--- src/common/drive_output_pkg.sv ---
// constants shared by the output terminal selector and its pulse generator
// assumes a single 125 MHz system clock and status inputs from the same domain
package drive_output_pkg;

  // ----------------------------------------
  // timing
  // ----------------------------------------
  localparam int unsigned CLK_FREQ_HZ = 125_000_000;
  localparam int unsigned PULSE_MAX_HZ = 100_000;
  localparam int unsigned PULSE_MIN_HALF = (CLK_FREQ_HZ + 2 * PULSE_MAX_HZ - 1) / (2 * PULSE_MAX_HZ);
  localparam int unsigned SEQ_PULSE_MS = 250;
  localparam int unsigned SEQ_PULSE_CYCLES = CLK_FREQ_HZ / 1000 * SEQ_PULSE_MS;
  localparam int unsigned OVERLOAD_PREWARN_S = 10;
  localparam int unsigned OVERLOAD_PREWARN_MS = OVERLOAD_PREWARN_S * 1000;

  // ----------------------------------------
  // selectors
  // ----------------------------------------
  localparam int unsigned NUM_OUTPUTS = 5;
  localparam int unsigned SEL_W = 6;
  localparam logic [5:0] SEL_MAX = 6'h29;
  localparam int unsigned NUM_CODES = 42;
  // output index order
  localparam int unsigned OUT_SWITCH = 0;
  localparam int unsigned OUT_BOARD_RELAY = 1;
  localparam int unsigned OUT_EXT_RELAY = 2;
  localparam int unsigned OUT_TRANSISTOR_ONE = 3;
  localparam int unsigned OUT_EXT_TRANSISTOR = 4;
  localparam logic [5:0] RST_SEL_SWITCH = 6'h00;
  localparam logic [5:0] RST_SEL_BOARD_RELAY = 6'h02;
  localparam logic [5:0] RST_SEL_EXT_RELAY = 6'h00;
  localparam logic [5:0] RST_SEL_TRANSISTOR_ONE = 6'h01;
  localparam logic [5:0] RST_SEL_EXT_TRANSISTOR = 6'h04;
  localparam logic RST_MODE = 1'b0;
  localparam logic [15:0] RST_HALF_PERIOD = 16'h04e2;

  // ----------------------------------------
  // register map (byte offsets)
  // ----------------------------------------
  localparam int unsigned ADDR_W = 6;
  localparam logic [5:0] REG_MODE = 6'h00;
  localparam logic [5:0] REG_SEL_BASE = 6'h04;
  localparam logic [5:0] REG_HALF_PERIOD = 6'h18;
  localparam logic [5:0] REG_SET_COUNT = 6'h1c;
  localparam logic [5:0] REG_DSG_COUNT = 6'h20;
  localparam logic [5:0] REG_LENGTH_SP = 6'h24;
  localparam logic [5:0] REG_RUNTIME_SP = 6'h28;
  localparam logic [5:0] REG_STATUS = 6'h2c;

endpackage

--- src/common/pulse_gen_if.sv ---
// link between the selector and its pulse train generator
// assumes both ends run on the same system clock
`timescale 1ns/1ps
interface pulse_gen_if;
  logic enable;
  logic [15:0] half_period;
  logic pulse;
  modport ctrl (output enable, output half_period, input pulse);
  modport gen (input enable, input half_period, output pulse);
endinterface

--- src/logic/drive_output_terminal_mux.sv ---
// output terminal function selector with avalon-mm register slave
// assumes all status inputs come from the drive core on clk_sys_i
`timescale 1ns/1ps
module drive_output_terminal_mux
  import drive_output_pkg::*;
#(
  parameter int unsigned SEQ_PULSE_LEN = SEQ_PULSE_CYCLES,
  parameter int unsigned ANALOG_W = 12
)
(
  input wire logic clk_sys_i,
  input wire logic sys_rst_i,
  // register bus
  input wire logic [5:0] avs_address_i,
  input wire logic avs_read_i,
  input wire logic avs_write_i,
  input wire logic [31:0] avs_writedata_i,
  input wire logic [3:0] avs_byteenable_i,
  output logic [31:0] avs_readdata_o,
  output logic avs_waitrequest_o,
  // drive status
  input wire logic drive_running_i,
  input wire logic fault_stop_i,
  input wire logic fault_present_i,
  input wire logic freq_level_detect_one_i,
  input wire logic freq_reached_i,
  input wire logic output_freq_zero_i,
  input wire logic motor_load_over_prewarn_i,
  input wire logic drive_overload_accum_i,
  input wire logic [15:0] drive_overload_ms_left_i,
  input wire logic [31:0] count_value_i,
  input wire logic [31:0] actual_length_i,
  input wire logic [31:0] run_time_i,
  input wire logic step_sequencer_cycle_done_i,
  input wire logic set_freq_above_upper_i,
  input wire logic set_freq_below_lower_i,
  input wire logic run_freq_at_upper_i,
  input wire logic run_freq_at_lower_i,
  input wire logic power_stable_i,
  input wire logic control_stable_i,
  input wire logic [ANALOG_W-1:0] voltage_analog_input_i,
  input wire logic [ANALOG_W-1:0] second_analog_input_i,
  // terminals
  output logic multiplexed_terminal_o,
  output logic switch_signal_output_o,
  output logic board_relay_o,
  output logic extension_relay_o,
  output logic transistor_output_one_o,
  output logic extension_transistor_output_o
);

  localparam int unsigned SEQ_W = $clog2(SEQ_PULSE_LEN + 1);

  typedef struct packed {
    logic mode;
    logic [NUM_OUTPUTS-1:0][SEL_W-1:0] sel;
    logic [15:0] half_period;
    logic [31:0] set_count;
    logic [31:0] dsg_count;
    logic [31:0] length_sp;
    logic [31:0] runtime_sp;
    logic [SEQ_W-1:0] seq_cnt;
    logic ack;
    logic [31:0] rdata;
    logic [NUM_OUTPUTS-1:0] outs;
    logic term;
  } state_type;

  state_type state_reg;
  state_type state_next;
  logic [NUM_CODES-1:0] cond;
  logic [NUM_OUTPUTS-1:0] hit;
  logic pulse;

  pulse_gen_if pg ();

  // ----------------------------------------
  // pulse train generator
  // ----------------------------------------
  assign pg.enable = (state_reg.mode == 1'b0);
  assign pg.half_period = state_reg.half_period;
  assign pulse = pg.pulse;

  pulse_train_gen u_pulse_train_gen (
    .clk_sys_i(clk_sys_i),
    .sys_rst_i(sys_rst_i),
    .pg(pg)
  );

  // ----------------------------------------
  // status conditions by code
  // ----------------------------------------
  always_comb begin
    cond = '0;
    cond[0] = 1'b0;
    cond[1] = drive_running_i;
    cond[2] = fault_stop_i;
    cond[3] = freq_level_detect_one_i;
    cond[4] = freq_reached_i;
    cond[5] = drive_running_i & output_freq_zero_i;
    cond[6] = motor_load_over_prewarn_i;
    cond[7] = drive_overload_accum_i
              & (drive_overload_ms_left_i <= 16'(OVERLOAD_PREWARN_MS));
    cond[8] = (count_value_i >= state_reg.set_count);
    cond[9] = (count_value_i >= state_reg.dsg_count);
    cond[10] = (actual_length_i > state_reg.length_sp);
    cond[11] = (state_reg.seq_cnt != '0);
    cond[12] = (run_time_i > state_reg.runtime_sp);
    cond[13] = (set_freq_above_upper_i & run_freq_at_upper_i)
               | (set_freq_below_lower_i & run_freq_at_lower_i);
    cond[14] = 1'b0;
    cond[15] = power_stable_i & control_stable_i & ~fault_present_i;
    cond[16] = (voltage_analog_input_i > second_analog_input_i);
    cond[17] = run_freq_at_upper_i;
    cond[18] = run_freq_at_lower_i | ~drive_running_i;
    // codes 19 and up are served elsewhere and read as off here
  end

  // ----------------------------------------
  // per-output selection
  // ----------------------------------------
  genvar gi;
  generate
    for (gi = 0; gi < NUM_OUTPUTS; gi++) begin : g_sel
      // out of range codes cannot be stored, but guard anyway
      assign hit[gi] = (state_reg.sel[gi] <= SEL_MAX) ? cond[state_reg.sel[gi]]
                                                      : 1'b0;
    end
  endgenerate

  // ----------------------------------------
  // register access
  // ----------------------------------------
  function automatic logic [31:0] merge(input logic [31:0] old_v, input logic [31:0] new_v,
                                        input logic [3:0] be);
    logic [31:0] m;
    m = {{8{be[3]}}, {8{be[2]}}, {8{be[1]}}, {8{be[0]}}};
    return (old_v & ~m) | (new_v & m);
  endfunction

  always_comb begin
    logic [31:0] wv;
    logic [2:0] idx;
    wv = '0;
    idx = '0;
    state_next = state_reg;
    state_next.ack = 1'b0;
    state_next.outs = hit;
    state_next.term = state_reg.mode ? state_reg.outs[OUT_SWITCH] : pulse;

    // retrigger restarts the full width
    if (step_sequencer_cycle_done_i) begin
      state_next.seq_cnt = SEQ_W'(SEQ_PULSE_LEN);
    end else if (state_reg.seq_cnt != '0) begin
      state_next.seq_cnt = state_reg.seq_cnt - SEQ_W'(1);
    end

    if ((avs_read_i | avs_write_i) && !state_reg.ack) begin
      state_next.ack = 1'b1;
      state_next.rdata = '0;
      case (avs_address_i)
        REG_MODE: begin
          state_next.rdata = {31'h0, state_reg.mode};
          if (avs_write_i) begin
            wv = merge({31'h0, state_reg.mode}, avs_writedata_i, avs_byteenable_i);
            state_next.mode = wv[0];
          end
        end
        REG_SEL_BASE, REG_SEL_BASE + 6'h04, REG_SEL_BASE + 6'h08,
        REG_SEL_BASE + 6'h0c, REG_SEL_BASE + 6'h10: begin
          idx = 3'((avs_address_i - REG_SEL_BASE) >> 2);
          state_next.rdata = {26'h0, state_reg.sel[idx]};
          if (avs_write_i) begin
            wv = merge({26'h0, state_reg.sel[idx]}, avs_writedata_i, avs_byteenable_i);
            // codes above the top are dropped, old code kept
            if (wv <= {26'h0, SEL_MAX}) begin
              state_next.sel[idx] = wv[SEL_W-1:0];
            end
          end
        end
        REG_HALF_PERIOD: begin
          state_next.rdata = {16'h0, state_reg.half_period};
          if (avs_write_i) begin
            wv = merge({16'h0, state_reg.half_period}, avs_writedata_i, avs_byteenable_i);
            state_next.half_period = wv[15:0];
          end
        end
        REG_SET_COUNT: begin
          state_next.rdata = state_reg.set_count;
          if (avs_write_i) begin
            state_next.set_count = merge(state_reg.set_count, avs_writedata_i, avs_byteenable_i);
          end
        end
        REG_DSG_COUNT: begin
          state_next.rdata = state_reg.dsg_count;
          if (avs_write_i) begin
            state_next.dsg_count = merge(state_reg.dsg_count, avs_writedata_i, avs_byteenable_i);
          end
        end
        REG_LENGTH_SP: begin
          state_next.rdata = state_reg.length_sp;
          if (avs_write_i) begin
            state_next.length_sp = merge(state_reg.length_sp, avs_writedata_i, avs_byteenable_i);
          end
        end
        REG_RUNTIME_SP: begin
          state_next.rdata = state_reg.runtime_sp;
          if (avs_write_i) begin
            state_next.runtime_sp = merge(state_reg.runtime_sp, avs_writedata_i,
                                          avs_byteenable_i);
          end
        end
        REG_STATUS: begin
          state_next.rdata = {25'h0, state_reg.term, state_reg.mode, state_reg.outs};
        end
        default: begin
          state_next.rdata = '0;
        end
      endcase
    end
  end

  always_ff @(posedge clk_sys_i or posedge sys_rst_i) begin
    if (sys_rst_i) begin
      state_reg <= '0;
      state_reg.mode <= RST_MODE;
      state_reg.sel[OUT_SWITCH] <= RST_SEL_SWITCH;
      state_reg.sel[OUT_BOARD_RELAY] <= RST_SEL_BOARD_RELAY;
      state_reg.sel[OUT_EXT_RELAY] <= RST_SEL_EXT_RELAY;
      state_reg.sel[OUT_TRANSISTOR_ONE] <= RST_SEL_TRANSISTOR_ONE;
      state_reg.sel[OUT_EXT_TRANSISTOR] <= RST_SEL_EXT_TRANSISTOR;
      state_reg.half_period <= RST_HALF_PERIOD;
    end else begin
      state_reg <= state_next;
    end
  end

  // ----------------------------------------
  // outputs
  // ----------------------------------------
  assign avs_waitrequest_o = (avs_read_i | avs_write_i) & ~state_reg.ack;
  assign avs_readdata_o = state_reg.rdata;
  assign multiplexed_terminal_o = state_reg.term;
  assign switch_signal_output_o = state_reg.outs[OUT_SWITCH];
  assign board_relay_o = state_reg.outs[OUT_BOARD_RELAY];
  assign extension_relay_o = state_reg.outs[OUT_EXT_RELAY];
  assign transistor_output_one_o = state_reg.outs[OUT_TRANSISTOR_ONE];
  assign extension_transistor_output_o = state_reg.outs[OUT_EXT_TRANSISTOR];

endmodule

--- src/logic/pulse_train_gen.sv ---
// square wave generator for the multiplexed terminal in pulse mode
// assumes half period in system clock cycles, set by software
`timescale 1ns/1ps
module pulse_train_gen
  import drive_output_pkg::*;
(
  input wire logic clk_sys_i,
  input wire logic sys_rst_i,
  pulse_gen_if.gen pg
);

  typedef struct packed {
    logic [15:0] cnt;
    logic level;
  } gen_state_type;

  gen_state_type state_reg;
  gen_state_type state_next;
  logic [15:0] half_eff;

  // ----------------------------------------
  // divider
  // ----------------------------------------
  // short settings would exceed the top rate, so they are raised
  assign half_eff = (pg.half_period < 16'(PULSE_MIN_HALF)) ? 16'(PULSE_MIN_HALF)
                                                           : pg.half_period;

  always_comb begin
    state_next = state_reg;
    if (!pg.enable) begin
      state_next.cnt = 16'h0000;
      state_next.level = 1'b0;
    end else if (state_reg.cnt >= half_eff - 16'h0001) begin
      state_next.cnt = 16'h0000;
      state_next.level = ~state_reg.level;
    end else begin
      state_next.cnt = state_reg.cnt + 16'h0001;
    end
  end

  always_ff @(posedge clk_sys_i or posedge sys_rst_i) begin
    if (sys_rst_i) begin
      state_reg <= '0;
    end else begin
      state_reg <= state_next;
    end
  end

  assign pg.pulse = state_reg.level;

endmodule

--- config.mk ---
export PLATFORM = sky130hd
export DESIGN_NAME = drive_output_terminal_mux
export DESIGN_NICKNAME = d
export VERILOG_FILES = /design/src/common/drive_output_pkg.sv /design/src/common/pulse_gen_if.sv /design/src/logic/drive_output_terminal_mux.sv /design/src/logic/pulse_train_gen.sv
export SDC_FILE = /design/constraint.sdc
export NUM_CORES = 1
export LEC_CHECK = 0
export BUFFER_PORTS_ARGS = -buffer_cell sky130_fd_sc_hd__buf_2
export CAP_MARGIN = 40
export CORE_MARGIN = 2
export CORE_UTILIZATION = 59
export CTS_CLUSTER_DIAMETER = 50
export CTS_CLUSTER_SIZE = 30
export DETAILED_ROUTE_END_ITERATION = 8
export GPL_TIMING_DRIVEN = 0
export MAX_ROUTING_LAYER = met4
export PLACE_DENSITY = 0.82
export SLEW_MARGIN = 20
export SYNTH_ARGS = -nofsm -noshare
export SYNTH_HDL_FRONTEND = slang
export SYNTH_HIERARCHICAL = 1
export SYNTH_SLANG_ARGS = --single-unit
--- constraint.sdc ---
create_clock -name clk_sys_i -period 9.65 [get_ports clk_sys_i]
set_input_delay 1.93 -clock clk_sys_i [delete_from_list [all_inputs] [get_ports clk_sys_i]]
set_output_delay 1.93 -clock clk_sys_i [all_outputs]
set_load 0.05 [all_outputs]
* Word level (Yosys, flattened, before mapping)
Cells that the tools add are included.
** Word-level totals
- Input bits :: 197
- Register bits :: 256
- Logic and storage cells :: 128
- Output and inout port bits :: 39
** Operators by class
- Reductions and logical operators :: 15
- Add/sub/neg operators :: 4
- Order comparisons :: 21
- Equality and inequality tests :: 11
- Muxes and demuxes :: 29
- Bitwise logic cells :: 30
** Operator list (number)
- $pmux W32 S8 :: 1
- $and A32 B32 Y32 :: 5
- $or A32 B32 Y32 :: 5
- $ge A32 B32 Y1 :: 2
- $gt A32 B32 Y1 :: 2
- $mux W25 :: 2
- $lt A6 B7 Y1 const B :: 5
- $mux W33 :: 1
- $and A6 B32 Y32 :: 1
- $le A32 B6 Y1 const B :: 1
- $mux W16 :: 2
- $not A32 Y32 :: 1
- $bmux W1 S6 :: 5
- $bwmux W30 :: 1
- $le A6 B6 Y1 const B :: 5
- $reduce_bool A25 Y1 :: 1
- $sub A25 B1 Y25 const B :: 1
- $eq A6 B5 Y1 const B :: 4
- $eq A6 B6 Y1 const B :: 4
- $bmux W6 S3 :: 1
- $demux W6 S3 :: 1
- $reduce_and A3 Y1 :: 6
- $mux W17 :: 1
- $add A16 B1 Y16 const B :: 1
- 23 further kinds :: 51

* Logic depth before layout (Yosys ltp)
- Depth in word-level cells :: 7
- Gate-level depth with buffers :: 16
- Gate-level depth less buffers :: 15

* Cells and area by module
Netlist, hierarchy kept.
** By module, submodules not included
- drive_output_terminal_mux :: seq. area each 5990.7 µm², cells each 1517, instances 1, area each 15300.9 µm²
- pulse_train_gen :: seq. area each 425.4 µm², cells each 165, instances 1, area each 1450.1 µm²

* Worst setup path after synthesis
Ideal clock, no wire load.
- Kind :: in2out
- Start point :: in avs_write_i
- End point :: out avs_waitrequest_o
- Data required time :: 7720 ps
- Data arrival time :: 2833 ps
- Path buffers :: 1
- Stages :: 3
- Setup slack :: 4887 ps
- Cells stage by stage :: o21bai_1 -> clkbuf_1 -> inv_1
** On the way
- Longest elaborated chain between the ends :: 2
** Ends and longest elaborated chain
- start: declaration :: line drive_output_terminal_mux.sv:16 : input wire logic avs_write_i,
- $or A1 B1 Y1 :: line drive_output_terminal_mux.sv:241 : assign avs_waitrequest_o = (avs_read_i | avs_write_i) & ~state_reg.ack;
- $and A1 B1 Y1 :: line drive_output_terminal_mux.sv:241
- end: declaration :: line drive_output_terminal_mux.sv:20 : output logic avs_waitrequest_o,
Every way passes these cells.

* Final worst setup path
Same ends and word-level chain as after synthesis.

==> flow_summary.toml <==
[clocking]
holdBufCountCts = 0
cts_resized = 0
clock-sinks = 256
path_clk_slew_ps = 60
clk_path_buf_depth = 3
cts_tree = "done"
cts_root_buffer = "clkbuf_16"
htreeDepth = 1
numCtsBuffers = 29
clk_latency_ps = 590
postCtsSetupBuffers = 0

[synthesis]
synthCells = 1682
synth_seq_area_share_pct = 38.30
syn-cell-area_um2 = 16750
synth-simple-area-share_pct = 13.21
synth_area_per_cell_um2 = 9.959
yosysWarningCount = 6
synthXorXnorAreaFrac_pct = 2.024
synth_edf_count = 0
synthArstFlopShare_pct = 100.0
ys_ff_latch = 256
synth-compound-area-share_pct = 14.54
yosys.area_share.adder_pct = 12.25
yosysUniqueCellTypes = 80
synth_fp_nets = 2043
synth_top_family_by_area = "compound AO/OA/AOI/OAI gates"
synth_ff_type = "dfrtp_1"
synth.area.mux_share_pct = 13.30

[place]
port_buffers = 234
hpwl_mm = 37.10
place_worst_setup_slack_ps = 3899
placed_area_um2 = 18470
gp_congestion = 0.9433

[detailed_routing]
drc = 0
vias_per_cell = 6.224
final_antenna_net_count = 0
firstDrtPassIters = 6
wirelength_mm = 49.14
drt_iter0_drc = 1357
wl_per_cell_um = 20.88
via_count = 14650

[cells_and_area]
final_cell_mix = "248 x dfrtp_1, 240 x buf_2, 164 x ha_1"
drive_above_1_share_pct = 25.97
final_common_cell = "dfrtp_1"
num-nets-final = 2313
antennaDiodeCount = 0
synthToLayoutAreaGrowth_pct = 16.66
stdcell_area_um2 = 19540
nFillCells = 2105

[critical_path]
required_ps = 7720
timing.rr.end = "u_pulse_train_gen/state_reg[11]"
reg2reg_slack_ps = 4660
cp-start-kind = "input pin"
crit_type = "input pin to output pin"
cp.arrival_ps = 3590
cp_max_fo = 10
cp-end-kind = "output pin"
worstRegToRegCells = 16

[global_route]
grt_pass1_vias = 14480
grt_max_degree = 107
grt-ovfl-total = 0
grt_first_pass_wirelength_mm = 77.60
grt_antenna_before_repair = 0
grt_usage_pct = 33.45

[pwr]
p_sw_mw = 0.8907
p_seq_share_pct = 41.0
p_int_mw = 2.056
pwr-share-clk_pct = 41.4
pwr_density_cell_nw_per_um2 = 150.8
combPwrFrac_pct = 17.7
max-vdd-ir-drop_mv = 0.1483
leakagePower_nw = 9.395
swShare_pct = 30.23

[timing]
relSlewSlack_pct = 38.12
worst_slew_pin_slew_ps = 928.2
rsz0062_at_grt = "no"
setup_violations = 0
hold_viol_final = 0
max_freq_mhz = 181.0
post-route-period-util_pct = 57.25
min_period_ps = 5525
fin_skew_ps = 35.23
setup_tns_ps = 0
drv_slew = 0
setup_ws_ps = 4125

[status]
run_status = "finished, final reports clean"

[min_path]
hp-class = "register to register"
holdCritStartpoint = "avs_readdata_o[13]"
min_path_cells = 1
min_to = "avs_readdata_o[13]"

[die]
io-pin-count = 236
die_height_um = 172.5
rows = 61
die_w_um = 172.5
core_um2 = 27860
dieArea_um2 = 29760
initial_core_util_pct = 60.13

[job]
drv_cap = 0
-- routing by layer --
| layer | share of wire [%] | track usage (%) |
|---|---|---|
| met3 | 9.2 | 6.123 |
| met5 | 0 | - |
| met2 | 46 | 52.07 |
| met4 | 4.1 | 13.60 |
| met1 | 41 | 43.28 |
-- logic make-up after synthesis --
family	Yosys count
simple gates	438
compound gates	338
flops	256
buf+inv	251
mux	198
fa+ha+maj	164
xor+xnor	37
-- stage by stage --
| stage | hold slack (ps) | cells | total power [mW] | util, % |
|---|---|---|---|---|
| after global routing | 522.0 | 2353 | 3.059 | 70.15 |
| after floorplan | 474.2 | 1682 | 1.538 | - |
| after CTS | 511.9 | 2352 | 2.943 | 70.12 |
| final | 505.3 | 2353 | 2.946 | 70.15 |
| after detailed placement | 492.9 | 2298 | 1.727 | 66.31 |
| after global placement | 488.5 | 2294 | 1.695 | 66.03 |
-- layout make-up --
class	count	area (um2)	share of cell area, %
flip-flops and latches	256	6416	32.83
well taps	378	473.0	2.420
clock buffers	34	774.5	3.963
multi-input cells	1175	9266	47.42
inverters	165	626.9	3.208
clock inverters	20	286.5	1.466
repair buffers	239	1249	6.390
plain buffers	86	449.2	2.299
-- power groups by stage --
stage	Combinational (mW)	Clock, mW	Sequential, mW
2_1_floorplan	0.329	0	1.21
3_3_place_gp	0.477	0	1.22
3_5_place_dp	0.505	0	1.22
4_1_cts	0.514	1.23	1.20
5_1_grt	0.580	1.27	1.21
6_report	0.521	1.22	1.21
-- synth_stat cells, types with 23 or more instances --
cell,instances,area (um2)
a21oi_1,87,435.4
a222oi_1,27,270.3
a22o_1,33,289.0
a22oi_1,23,172.7
buf_4,32,240.2
clkbuf_1,41,153.9
dfrtp_1,248,6206
ha_1,164,2052
inv_1,164,615.6
mux2_1,30,337.8
mux2_2,157,1768
nand2_1,151,566.8
nand3_1,39,195.2
nand4_1,32,200.2
nor2_1,76,285.3
nor3_1,31,155.2
o21ai_0,37,185.2
-- worst max-delay path by stage --
stage / start / endpoint / slack (ps) / cells past startpoint
after floorplan: sys_rst_i / async pin / 1170 / 1
after global placement: sys_rst_i / avs_readdata_o[21] / -1340 / 2
after detailed placement: avs_address_i[2] / state_reg[208] / 3900 / 14
after CTS: avs_write_i / avs_waitrequest_o / 4260 / 5
after global routing: avs_write_i / avs_waitrequest_o / 4090 / 5
final: avs_write_i / avs_waitrequest_o / 4130 / 5
-- critical path, stage by stage --
cell and delay (ps):
buf_2 130, o21bai_1 520, clkbuf_1 520, inv_1 230, buf_2 270
Note: power is estimated with default switching activity, not from simulation.
